## src/design/bgi_map.svh

```systemverilog
// Purpose: Offsets, field positions, reset values of the buffer geometry bank
// Assumes: Register index times four gives the AXI byte address
// Notes:   Definitions only
`ifndef BGI_MAP_SVH
`define BGI_MAP_SVH

// Register indices
`define BGI_IDX_VERSION      16'hf002
`define BGI_IDX_DATA_BUF     16'hf003
`define BGI_IDX_BOOT_BUF     16'hf004
`define BGI_IDX_BUF_COUNT    16'hf005
`define BGI_IDX_CELL_TYPE    16'hf006
`define BGI_IDX_BLOCK_SEL    16'hf100

// Reset and fixed values
`define BGI_RST_DATA_BUF     16'h0800
`define BGI_RST_BOOT_BUF     16'h0200
`define BGI_RST_BUF_COUNT    16'h0201
`define BGI_RST_CELL_TYPE    16'h0000
`define BGI_RST_BLOCK_SEL    16'h0000

// Cell type codes
`define BGI_CELL_SLC         16'h0000
`define BGI_CELL_MLC         16'h0001

// Field positions
`define BGI_CNT_DATA_LSB     8
`define BGI_CNT_BOOT_LSB     0
`define BGI_CNT_FIELD_W      8
`define BGI_BLK_SEL_W        9
`define BGI_REG_W            16

// Bus geometry and responses
`define BGI_ADDR_W           18
`define BGI_RESP_OKAY        2'b00
`define BGI_RESP_SLVERR      2'b10

`endif

```

## src/design/bgi_pkg.sv

```systemverilog
// Purpose: Types shared by the buffer geometry bank
// Assumes: bgi_map.svh supplies widths
// Notes:   AXI4-Lite channels travel as packed structs
`default_nettype none
`include "bgi_map.svh"

package bgi_pkg;

    typedef struct packed {
        logic [`BGI_ADDR_W-1:0] addr;
        logic [2:0]             prot;
    } bgi_addr_t;

    typedef struct packed {
        logic [31:0] data;
        logic [3:0]  strb;
    } bgi_wdata_t;

    typedef struct packed {
        logic [31:0] data;
        logic [1:0]  resp;
    } bgi_rdata_t;

    typedef enum logic [2:0] {
        BGI_SEL_VERSION,
        BGI_SEL_DATA_BUF,
        BGI_SEL_BOOT_BUF,
        BGI_SEL_BUF_COUNT,
        BGI_SEL_CELL_TYPE,
        BGI_SEL_BLOCK_SEL,
        BGI_SEL_NONE
    } bgi_sel_t;

endpackage : bgi_pkg
`default_nettype wire

```

## src/design/bgi_block_sel_reg.sv

```systemverilog
// Purpose: Writable target block select register
// Assumes: Write strobe is a one-cycle pulse from the bus slave
// Notes:   Only the low block bits are stored; the rest read as zero
`timescale 1ns/1ps
`default_nettype none
`include "bgi_map.svh"

module bgi_block_sel_reg
    import bgi_pkg::*;
#(
    parameter int BLK_W = `BGI_BLK_SEL_W
)
(
    // Clock and reset
    input  wire logic             i_clk,
    input  wire logic             i_rst,
    // Write side
    input  wire logic             i_we,
    input  wire logic [15:0]      i_wdata,
    input  wire logic [1:0]       i_strb,
    // Stored value
    output var  logic [BLK_W-1:0] o_value
);

    logic [BLK_W-1:0] value_q;
    logic [BLK_W-1:0] value_d;
    logic [15:0]      merged;

    always_comb
    begin
        merged = {{(16-BLK_W){1'b0}}, value_q};
        if (i_strb[0])
        begin
            merged[7:0] = i_wdata[7:0];
        end
        if (i_strb[1])
        begin
            merged[15:8] = i_wdata[15:8];
        end
        value_d = i_we ? merged[BLK_W-1:0] : value_q;
    end

    always_ff @(posedge i_clk or posedge i_rst)
    begin
        if (i_rst)
        begin
            value_q <= BLK_W'(`BGI_RST_BLOCK_SEL);
        end
        else
        begin
            value_q <= value_d;
        end
    end

    assign o_value = value_q;

endmodule : bgi_block_sel_reg
`default_nettype wire

```

## src/design/bgi_info_regs.sv

```systemverilog
// Purpose: Buffer geometry and array technology bank on AXI4-Lite
// Assumes: Bus master on I_REF_CLK, one write and one read at a time
// Notes:   Register index times four is the byte address
//
// Register access over AXI4-Lite is this design's own decision.
`timescale 1ns/1ps
`default_nettype none
`include "bgi_map.svh"

module bgi_info_regs
    import bgi_pkg::*;
#(
    parameter logic [15:0] VERSION_CODE   = 16'h0001, // Arbitrary value
    parameter logic [15:0] DATA_BUF_WORDS = `BGI_RST_DATA_BUF,
    parameter logic [15:0] BOOT_BUF_WORDS = `BGI_RST_BOOT_BUF,
    parameter logic [7:0]  DATA_BUF_COUNT = 8'h02,
    parameter logic [7:0]  BOOT_BUF_COUNT = 8'h01,
    parameter logic [15:0] CELL_TYPE      = `BGI_CELL_SLC,
    parameter int          BLK_W          = `BGI_BLK_SEL_W
)
(
    // Clock and reset
    input  wire logic             I_REF_CLK,
    input  wire logic             I_RST,
    // Write address channel
    input  wire logic             I_AW_VALID,
    output var  logic             O_AW_READY,
    input  wire bgi_addr_t        I_AW,
    // Write data channel
    input  wire logic             I_W_VALID,
    output var  logic             O_W_READY,
    input  wire bgi_wdata_t       I_W,
    // Write response channel
    output var  logic             O_B_VALID,
    output var  logic [1:0]       O_B_RESP,
    input  wire logic             I_B_READY,
    // Read address channel
    input  wire logic             I_AR_VALID,
    output var  logic             O_AR_READY,
    input  wire bgi_addr_t        I_AR,
    // Read data channel
    output var  logic             O_R_VALID,
    output var  bgi_rdata_t       O_R,
    input  wire logic             I_R_READY,
    // Block select to the array sequencer
    output var  logic [BLK_W-1:0] O_FLASH_BLOCK_SELECT
);

    // Shared address decode; misaligned words count as unmapped
    function automatic bgi_sel_t decode(input logic [`BGI_ADDR_W-1:0] addr);
        logic [15:0] idx;
        idx = addr[`BGI_ADDR_W-1:2];
        if (addr[1:0] != 2'b00)
        begin
            return BGI_SEL_NONE;
        end
        unique case (idx)
            `BGI_IDX_VERSION:   return BGI_SEL_VERSION;
            `BGI_IDX_DATA_BUF:  return BGI_SEL_DATA_BUF;
            `BGI_IDX_BOOT_BUF:  return BGI_SEL_BOOT_BUF;
            `BGI_IDX_BUF_COUNT: return BGI_SEL_BUF_COUNT;
            `BGI_IDX_CELL_TYPE: return BGI_SEL_CELL_TYPE;
            `BGI_IDX_BLOCK_SEL: return BGI_SEL_BLOCK_SEL;
            default:            return BGI_SEL_NONE;
        endcase
    endfunction : decode

    // Write path state
    logic       aw_full_q;
    logic       aw_full_d;
    logic       w_full_q;
    logic       w_full_d;
    logic       awready_q;
    logic       awready_d;
    logic       wready_q;
    logic       wready_d;
    logic       bvalid_q;
    logic       bvalid_d;
    logic [1:0] bresp_q;
    logic [1:0] bresp_d;
    bgi_sel_t   wr_sel_q;
    bgi_sel_t   wr_sel_d;
    bgi_wdata_t w_q;
    bgi_wdata_t w_d;
    logic       do_write;
    logic       blk_we;

    // Read path state
    logic       ar_full_q;
    logic       ar_full_d;
    logic       arready_q;
    logic       arready_d;
    logic       rvalid_q;
    logic       rvalid_d;
    bgi_rdata_t r_q;
    bgi_rdata_t r_d;
    bgi_sel_t   rd_sel_q;
    bgi_sel_t   rd_sel_d;
    logic       do_read;
    logic [15:0] rd_word;

    logic [BLK_W-1:0] blk_sel;

    // Write side: address and data taken in either order
    always_comb
    begin
        do_write  = aw_full_q && w_full_q && !bvalid_q;
        blk_we    = do_write && (wr_sel_q == BGI_SEL_BLOCK_SEL);
        wr_sel_d  = wr_sel_q;
        w_d       = w_q;
        aw_full_d = aw_full_q;
        w_full_d  = w_full_q;
        if (I_AW_VALID && awready_q)
        begin
            aw_full_d = 1'b1;
            wr_sel_d  = decode(I_AW.addr);
        end
        else if (do_write)
        begin
            aw_full_d = 1'b0;
        end
        if (I_W_VALID && wready_q)
        begin
            w_full_d = 1'b1;
            w_d      = I_W;
        end
        else if (do_write)
        begin
            w_full_d = 1'b0;
        end
        awready_d = !aw_full_d;
        wready_d  = !w_full_d;
        bvalid_d  = do_write || (bvalid_q && !I_B_READY);
        bresp_d   = bresp_q;
        if (do_write)
        begin
            // Read-only targets answer OKAY and keep their value
            bresp_d = (wr_sel_q == BGI_SEL_NONE) ? `BGI_RESP_SLVERR : `BGI_RESP_OKAY;
        end
    end

    always_ff @(posedge I_REF_CLK or posedge I_RST)
    begin
        if (I_RST)
        begin
            aw_full_q <= 1'b0;
            w_full_q  <= 1'b0;
            awready_q <= 1'b0;
            wready_q  <= 1'b0;
            bvalid_q  <= 1'b0;
            bresp_q   <= `BGI_RESP_OKAY;
            wr_sel_q  <= BGI_SEL_NONE;
            w_q       <= '0;
        end
        else
        begin
            aw_full_q <= aw_full_d;
            w_full_q  <= w_full_d;
            awready_q <= awready_d;
            wready_q  <= wready_d;
            bvalid_q  <= bvalid_d;
            bresp_q   <= bresp_d;
            wr_sel_q  <= wr_sel_d;
            w_q       <= w_d;
        end
    end

    bgi_block_sel_reg #(
        .BLK_W   (BLK_W)
    ) u_block_sel (
        .i_clk   (I_REF_CLK),
        .i_rst   (I_RST),
        .i_we    (blk_we),
        .i_wdata (w_q.data[15:0]),
        .i_strb  (w_q.strb[1:0]),
        .o_value (blk_sel)
    );

    // Read mux; fixed values live here so writes cannot reach them
    always_comb
    begin
        // Unused enum code reads zero, no latch
        rd_word = 16'h0000;
        unique case (rd_sel_q)
            BGI_SEL_VERSION:   rd_word = VERSION_CODE;
            BGI_SEL_DATA_BUF:  rd_word = DATA_BUF_WORDS;
            BGI_SEL_BOOT_BUF:  rd_word = BOOT_BUF_WORDS;
            BGI_SEL_BUF_COUNT: rd_word = {DATA_BUF_COUNT, BOOT_BUF_COUNT};
            BGI_SEL_CELL_TYPE: rd_word = CELL_TYPE;
            BGI_SEL_BLOCK_SEL: rd_word = {{(16-BLK_W){1'b0}}, blk_sel};
            BGI_SEL_NONE:      rd_word = 16'h0000;
        endcase
    end

    // Read side: one outstanding read, answer one cycle after capture
    always_comb
    begin
        do_read   = ar_full_q && !rvalid_q;
        rd_sel_d  = rd_sel_q;
        ar_full_d = ar_full_q;
        if (I_AR_VALID && arready_q)
        begin
            ar_full_d = 1'b1;
            rd_sel_d  = decode(I_AR.addr);
        end
        else if (do_read)
        begin
            ar_full_d = 1'b0;
        end
        rvalid_d = do_read || (rvalid_q && !I_R_READY);
        r_d      = r_q;
        if (do_read)
        begin
            r_d.data = {16'h0000, rd_word};
            r_d.resp = (rd_sel_q == BGI_SEL_NONE) ? `BGI_RESP_SLVERR : `BGI_RESP_OKAY;
        end
        arready_d = !ar_full_d && !rvalid_d;
    end

    always_ff @(posedge I_REF_CLK or posedge I_RST)
    begin
        if (I_RST)
        begin
            ar_full_q <= 1'b0;
            arready_q <= 1'b0;
            rvalid_q  <= 1'b0;
            r_q       <= '0;
            rd_sel_q  <= BGI_SEL_NONE;
        end
        else
        begin
            ar_full_q <= ar_full_d;
            arready_q <= arready_d;
            rvalid_q  <= rvalid_d;
            r_q       <= r_d;
            rd_sel_q  <= rd_sel_d;
        end
    end

    assign O_AW_READY           = awready_q;
    assign O_W_READY            = wready_q;
    assign O_B_VALID            = bvalid_q;
    assign O_B_RESP             = bresp_q;
    assign O_AR_READY           = arready_q;
    assign O_R_VALID            = rvalid_q;
    assign O_R                  = r_q;
    assign O_FLASH_BLOCK_SELECT = blk_sel;
endmodule : bgi_info_regs
`default_nettype wire

```

## config.mk

```make
export PLATFORM = sky130hd
export DESIGN_NAME = bgi_info_regs
export DESIGN_NICKNAME = d
export VERILOG_FILES = /design/src/design/bgi_pkg.sv /design/src/design/bgi_block_sel_reg.sv /design/src/design/bgi_info_regs.sv
export VERILOG_INCLUDE_DIRS = /design/src /design/src/design
export SDC_FILE = /design/constraint.sdc
export NUM_CORES = 1
export LEC_CHECK = 0
export BUFFER_PORTS_ARGS = -buffer_cell sky130_fd_sc_hd__buf_2
export CORE_MARGIN = 1
export CORE_UTILIZATION = 43
export DETAILED_ROUTE_END_ITERATION = 6
export PLACE_DENSITY = 0.87
export REMOVE_ABC_BUFFERS = 1
export SYNTH_ARGS = -nofsm -noshare
export SYNTH_HDL_FRONTEND = slang
export SYNTH_SLANG_ARGS = --single-unit
export TNS_END_PERCENT = 1
```

## constraint.sdc

```tcl
create_clock -name I_REF_CLK -period 1.8 [get_ports I_REF_CLK]
set_clock_uncertainty 0.1 [all_clocks]
set_input_delay 0.09 -clock I_REF_CLK [delete_from_list [all_inputs] [get_ports I_REF_CLK]]
set_output_delay 0.09 -clock I_REF_CLK [all_outputs]
set_load 0.005 [all_outputs]
```

==> results.sh, run 1 <==
export IMPL_cts_buffers=5
export IMPL_arrival_ns=1.58
export IMPL_whs_ns=0.02291
export IMPL_ys_seq_area_frac=0.5379
export IMPL_path_cells="nand3b_4, nor2_1, nand2_2, mux2_2"
export IMPL_synth_warnings=0
export IMPL_syn_to_final_growth_pct=32.48
export IMPL_num_fill_cells=398
export IMPL_overflow=0
export IMPL_drc=0
export IMPL_final_hold_viol_count=0
export IMPL_yosysTopAreaCell="dfrtp_1"
export IMPL_die_w_um=73.46
export IMPL_final_common_cell="buf_2"
export IMPL_setup_ws_ns=0.3146
export IMPL_setup_viol=0
export IMPL_drtAntennaViolNets=0
export IMPL_cts_path_max_buffers=2
export IMPL_fin_nets=377
export IMPL_layout_common_cells="80 x buf_2, 43 x dfrtp_1, 23 x conb_1"
export IMPL_tritoncts="built"
export IMPL_drv_slew=0
export IMPL_vias=1682
export IMPL_dr_wl_met2_um=2272
export IMPL_hold_path_cell_count=4
export IMPL_fp_row_count=25
export IMPL_final_period_utilization=0.8252
export IMPL_wl_per_cell_um=11.97
export IMPL_grt_start_max_net_pins=23
export IMPL_maxCapViolCount=0
export IMPL_power_density_mw_per_mm2=1007
export IMPL_rsz0062_at_grt="no"
export IMPL_instances_no_fill=360
export IMPL_wl_um=4309
export IMPL_wl_met3_um=217
export IMPL_portBuffers=80
export IMPL_synth_top_area_share=0.4900
export IMPL_synth_flop_cell="dfrtp_1"
export IMPL_postCtsSetupBuffers=0
export IMPL_relSlewSlack=0.6602
export IMPL_yosys_top_cells_area="dfrtp_1 49%, mux2_2 10%, buf_4 7.9%"
export IMPL_end_kind="flop"
export IMPL_via_per_inst=4.672
export IMPL_vdd_drop_max_mv=0.6851
export IMPL_first_iter_violations=75
export IMPL_start_kind="flop"
export IMPL_synth_seq_cells=47
export IMPL_wl_met1_um=1757
export IMPL_routed_top_layer="met4"
export IMPL_fmax_mhz=673.2
export IMPL_place_ws_ns=0.2924
export IMPL_core_mm2=0.004817
export IMPL_routabilityCongestion=0.7146
export IMPL_drive_gt1_frac=0.4232
export IMPL_crit_fanout=8
export IMPL_clock_sinks=47
export IMPL_synth_edf_count=0
export IMPL_h_tree_depth=2
export IMPL_path_class="reg -> reg"
export IMPL_grt_pass1_wl_um=7355
export IMPL_required_ns=1.89
export IMPL_grt_pass1_vias=1671
export IMPL_dieArea_mm2=0.005396
export IMPL_track_usage=0.1830
export IMPL_drt_first_pass_iters=4
export IMPL_layout_min_cycle_time_ns=1.485
export IMPL_synthCells=186
export IMPL_antenna_found_initial=0
export IMPL_die_h_um=73.46
export IMPL_dp_hpwl_um=3228
export IMPL_p_leak_nw=1.535
export IMPL_cpMaxStageDelayCell="dfrtp_1"
export IMPL_status="finished, final reports clean"
export IMPL_insertion_delay_ns=0.31
export IMPL_initial_core_util=0.4558
export IMPL_ys_types=42
export IMPL_p_total_mw=2.930
export IMPL_cts_root_buf="clkbuf_8"
export IMPL_r2r_cells=4
export IMPL_placed_cells=334
export IMPL_setup_tns_ns=0
export IMPL_synth_area_mm2=0.002196
export IMPL_avgSynthCellArea_um2=11.81
export IMPL_antenna_cells=0
export IMPL_clk_pin_slew_ns=0.08
export IMPL_async_flop_share=1.000
export IMPL_slowest_delay_ns=0.41
export IMPL_holdCritPathClass="in -> reg"
export IMPL_worst_pin_slew_ns=0.5076
export IMPL_io_pins=135
## layout make-up
cell class | count | area, µm² | share of cell area
sequential | 47 | 1181 | 0.4060
tap | 67 | 83.83 | 0.02882
clock buffer | 6 | 82.58 | 0.02839
timing repair buffer | 102 | 610.6 | 0.2099
multi-input combinational | 127 | 882.1 | 0.3032
clock inverter | 2 | 35.03 | 0.01204
inverter | 9 | 33.78 | 0.01161
## cells in the mapped netlist, drive strengths merged (2+ instances only)
| library cell | n |
|---|---|
| a21oi | 4 |
| a22o | 8 |
| and2 | 2 |
| buf | 24 |
| dfrtp | 43 |
| dfstp | 4 |
| inv | 9 |
| mux2 | 20 |
| nand2 | 20 |
| nand2b | 2 |
| nand3b | 2 |
| nand4 | 2 |
| nor2 | 7 |
| nor3 | 3 |
| nor4 | 3 |
| nor4b | 4 |
| o21ai | 6 |
| o22a | 2 |
| o31ai | 2 |
| xnor2 | 2 |
## worst max-delay path, delay by kind of cell, from the launching register on
kind,cells,cell delay (ns)
and+or+nand+nor,3,0.56
DFF,1,0.41
muxes,1,0.30
## through the flow
stage | utilization | cell area (µm²)
floorplan | - | 2097
global placement | 0.5421 | 2611
detailed placement | 0.5421 | 2611
CTS | 0.6039 | 2909
global route | 0.6039 | 2909
finish | 0.6039 | 2909
## path summary, 6_finish.rpt
kind / startpoint / to / slack [ns]
min in group asynchronous: I_RST / O_B_RESP[1] / 0.14
worst max-delay path: O_B_VALID / u_block_sel.o_value[7] / 0.31
worst min-delay path: I_AW[15] / wr_sel_q[0] / 0.02
worst min register to register: O_B_RESP[1] / O_B_RESP[1] / 0.38
worst max register to register: O_B_VALID / u_block_sel.o_value[7] / 0.31
max in group asynchronous: I_RST / rd_sel_q[2] / 0.87
## repair_timing
item | CTS | global route
endpoints found under the hold margin | 64 | 0
setup endpoints to repair | 0 | 0
hold buffers | 18 | 0
resized for setup | 0 | 0
## sequential cells by signal, summed over array words and instances (netlist names), 3 cells and up
| name | flops |
|---|---|
| O_R | 12 |
| w_q | 11 |
| wr_sel_q | 3 |
| u_block_sel.o_value | 9 |
| rd_sel_q | 3 |
## cell families (layout without fill, tap and decap cells)
logic type / count (synthesis) / after routing / share of synthesized area
AOI/OAI and AO/OA: 30 / 30 / 0.1009
xor gates and xnor gates: 2 / 2 / 0.007979
buffers and inverters: 34 / 119 / 0.09800
DFF: 47 / 47 / 0.5379
muxes: 20 / 20 / 0.1026
other: 1 / 23 / 0.001708
and+or+nand+nor: 52 / 52 / 0.1510
## where the power goes
| group | total (mW) | switching [mW] | internal (mW) |
|---|---|---|---|
| clock | 0.801 | 0.352 | 0.449 |
| sequential | 1.43 | 0.137 | 1.30 |
| combinational | 0.695 | 0.334 | 0.361 |
## routing by layer
layer,track usage,vias up
met1,0.2106,791
met4,0.08761,0
met2,0.3191,57
met3,0.04390,5
met5,0,-
li1,-,829
No activity file was read; power rests on OpenSTA's default activity.
==> run 2, diff against run 1 <==
Settings changed: ABC_AREA set to 1, CORE_UTILIZATION 43 to 40, PLACE_DENSITY 0.87 to 0.83.
Clock period 1.8 ns to 1.3 ns, I/O delays scaled along.
==> run 2 against run 1 <==
The run now ends with negative setup slack left. Worst hold slack worse by 0.013 ns. Critical path type unchanged. Power is 40% higher. Highest routed layer unchanged. Sequential power is 38% higher. Via count is 35% higher. Critical path depth is 1 higher. Non-clock buffer count is 6 higher. Core utilization is 5.8 points lower. Cell area is 12% higher.
==> results.sh, run 2 <==
export IMPL_ys_types=29
export IMPL_track_usage=0.1688
export IMPL_synth_edf_count=0
export IMPL_required_ns=1.38
export IMPL_setup_ws_ns=-0.1037
export IMPL_initial_core_util=0.4162
export IMPL_wl_per_cell_um=11.52
export IMPL_rsz0062_at_grt="yes"
export IMPL_placed_cells=466
export IMPL_ys_seq_area_frac=0.4765
export IMPL_die_w_um=80.72
export IMPL_yosysTopAreaCell="dfrtp_1"
export IMPL_path_class="reg -> reg"
export IMPL_async_flop_share=1.000
export IMPL_setup_tns_ns=-0.8326
export IMPL_grt_start_max_net_pins=48
export IMPL_largest_register_ffs=12
export IMPL_top_usage_layer="met2"
export IMPL_tritoncts="built"
export IMPL_final_hold_viol_count=0
export IMPL_insertion_delay_ns=0.30
export IMPL_core_mm2=0.005956
export IMPL_drt_first_pass_iters=5
export IMPL_cts_root_buf="clkbuf_8"
export IMPL_final_period_utilization=1.080
export IMPL_avgSynthCellArea_um2=8.021
export IMPL_arrival_ns=1.49
export IMPL_hold_path_cell_count=4
export IMPL_synth_top_family_by_area="simple AND/OR/NAND/NOR gates"
export IMPL_synth_area_mm2=0.002479
export IMPL_vias=2267
export IMPL_synth_top_area_share=0.4341
export IMPL_p_leak_nw=1.840
export IMPL_clkPwrFrac=0.212
export IMPL_via_per_inst=4.589
export IMPL_end_kind="flop"
export IMPL_grt_pass1_wl_um=8500
export IMPL_p_switching_mw=1.386
export IMPL_rrSetupSlack_ns=-0.10
export IMPL_setup_viol=9
export IMPL_h_tree_depth=2
export IMPL_clock_sinks=47
export IMPL_drtAntennaViolNets=0
export IMPL_cts_buffers=5
export IMPL_drive_gt1_frac=0.3126
export IMPL_power_density_mw_per_mm2=1263
export IMPL_crit_fanout=8
export IMPL_wl_um=5689
export IMPL_antenna_found_initial=0
export IMPL_p_sw_frac=0.3378
export IMPL_whs_ns=0.01036
export IMPL_portBuffers=80
export IMPL_synthAdderAreaFrac=0
export IMPL_fp_row_count=28
export IMPL_layout_min_cycle_time_ns=1.404
export IMPL_status="complete, but fails checks"
export IMPL_die_h_um=80.72
export IMPL_layout_common_cells="80 x buf_2, 67 x nand2_1, 43 x dfrtp_1"
export IMPL_fin_nets=504
export IMPL_start_kind="flop"
export IMPL_overflow=0
export IMPL_synth_seq_cells=47
export IMPL_drv_slew=0
export IMPL_first_iter_violations=114
export IMPL_instances_no_fill=494
export IMPL_dieArea_mm2=0.006516
export IMPL_grtUsageMet1=0.1799
export IMPL_maxCapViolCount=0
export IMPL_io_pins=135
export IMPL_power_internal_mw=2.718
export IMPL_yosysMostFrequentCell="nand2_1"
export IMPL_yosys_area_share_simple=0.2595
export IMPL_use_met2=0.3220
export IMPL_synthTopCellsByCount="68 x nand2_1, 44 x inv_1, 43 x dfrtp_1, 43 x nor2_1, 23 x buf_4"
export IMPL_routabilityCongestion=0.8344
export IMPL_violations="negative setup slack"
export IMPL_pwr_share_seq=0.481
export IMPL_vdd_drop_max_mv=0.8922
export IMPL_yosys_top_cells_area="dfrtp_1 43%, nand2_1 10%, buf_4 7.0%"
export IMPL_synth_flop_cell="dfrtp_1"
export IMPL_antenna_cells=0
export IMPL_clk_pin_slew_ns=0.08
export IMPL_grt_use_met3=0.02955
export IMPL_synth_compound_area_share=0.09339
export IMPL_cts_path_max_buffers=2
export IMPL_dp_hpwl_um=3962
export IMPL_synthXorXnorAreaFrac=0
export IMPL_p_total_mw=4.104
export IMPL_synthMuxAreaShare=0.01969
export IMPL_comb_power_share=0.306
export IMPL_r2r_cells=5
export IMPL_drc=0
export IMPL_fmax_mhz=712.4
export IMPL_synthCells=309
export IMPL_place_ws_ns=-0.1307
export IMPL_grt_pass1_vias=2101
export IMPL_synth_warnings=0
export IMPL_final_common_cell="buf_2"
export IMPL_syn_to_final_growth_pct=31.15
export IMPL_holdCritPathClass="in -> reg"
## run 2: path summary, 6_finish.rpt
kind | end | start
worst max-delay path | u_block_sel.o_value[2] | wr_sel_q[2]
worst max register to register | u_block_sel.o_value[2] | wr_sel_q[2]
max in group asynchronous | rd_sel_q[1] | I_RST
min in group asynchronous | w_q[4] | I_RST
worst min register to register | O_R[3] | O_R[3]
worst min-delay path | wr_sel_q[1] | I_AW[6]
## run 2: logic make-up (layout without fill, tap and decap cells)
family | count (synthesis) | in the layout
and+or+nand+nor | 146 | 147
other | 1 | 23
AOI/OAI and AO/OA | 38 | 38
DFF | 47 | 47
muxes | 4 | 4
buffers and inverters | 73 | 160
## run 2: per-layer routing
layer / wire [µm] / vias up
met5: 0 / -
met3: 257 / 10
met4: 79 / 0
li1: - / 1133
met1: 2234 / 1053
met2: 3117 / 71
## run 2: final cells by class
class                   count  area, µm²
clock buffers               6      82.58
multi-input cells         212       1041
repair buffers            108      678.2
flip-flops and latches     47       1181
well taps                  75      93.84
inverters                  45      168.9
fillers                   548       2705
clock inverters             1      5.005
## run 2: critical path, cell delays in order (launching register included)
cell and delay (ns):
dfstp_2 0.53, nor3b_4 0.22, buf_4 0.16, nand3_4 0.12
nand2_1 0.11, o21ai_2 0.05
## run 2: power by group through the flow
stage	Sequential (mW)	Combinational (mW)	Clock (mW)
finish	1.98	1.26	0.872
detailed placement	1.98	1.11	0
CTS	1.96	1.15	0.899
global route	2.01	1.40	0.947
global placement	1.97	1.05	0
floorplan	1.96	0.652	0
## run 2: per-stage QoR
stage	util	instance area [µm²]
floorplan	-	2360
global placement	0.4914	2927
detailed placement	0.4914	2927
CTS	0.5351	3187
global route	0.5458	3251
finish	0.5458	3251
## run 2: repair_timing
item / CTS / global route
pin swaps: 2 / 2
cloned: 0 / 1
buffers inserted: 0 / 3
endpoints found under the setup margin: 19 / 18
hold endpoints to repair: 63 / 0
hold buffers: 17 / 0
gates resized for setup: 2 / 4
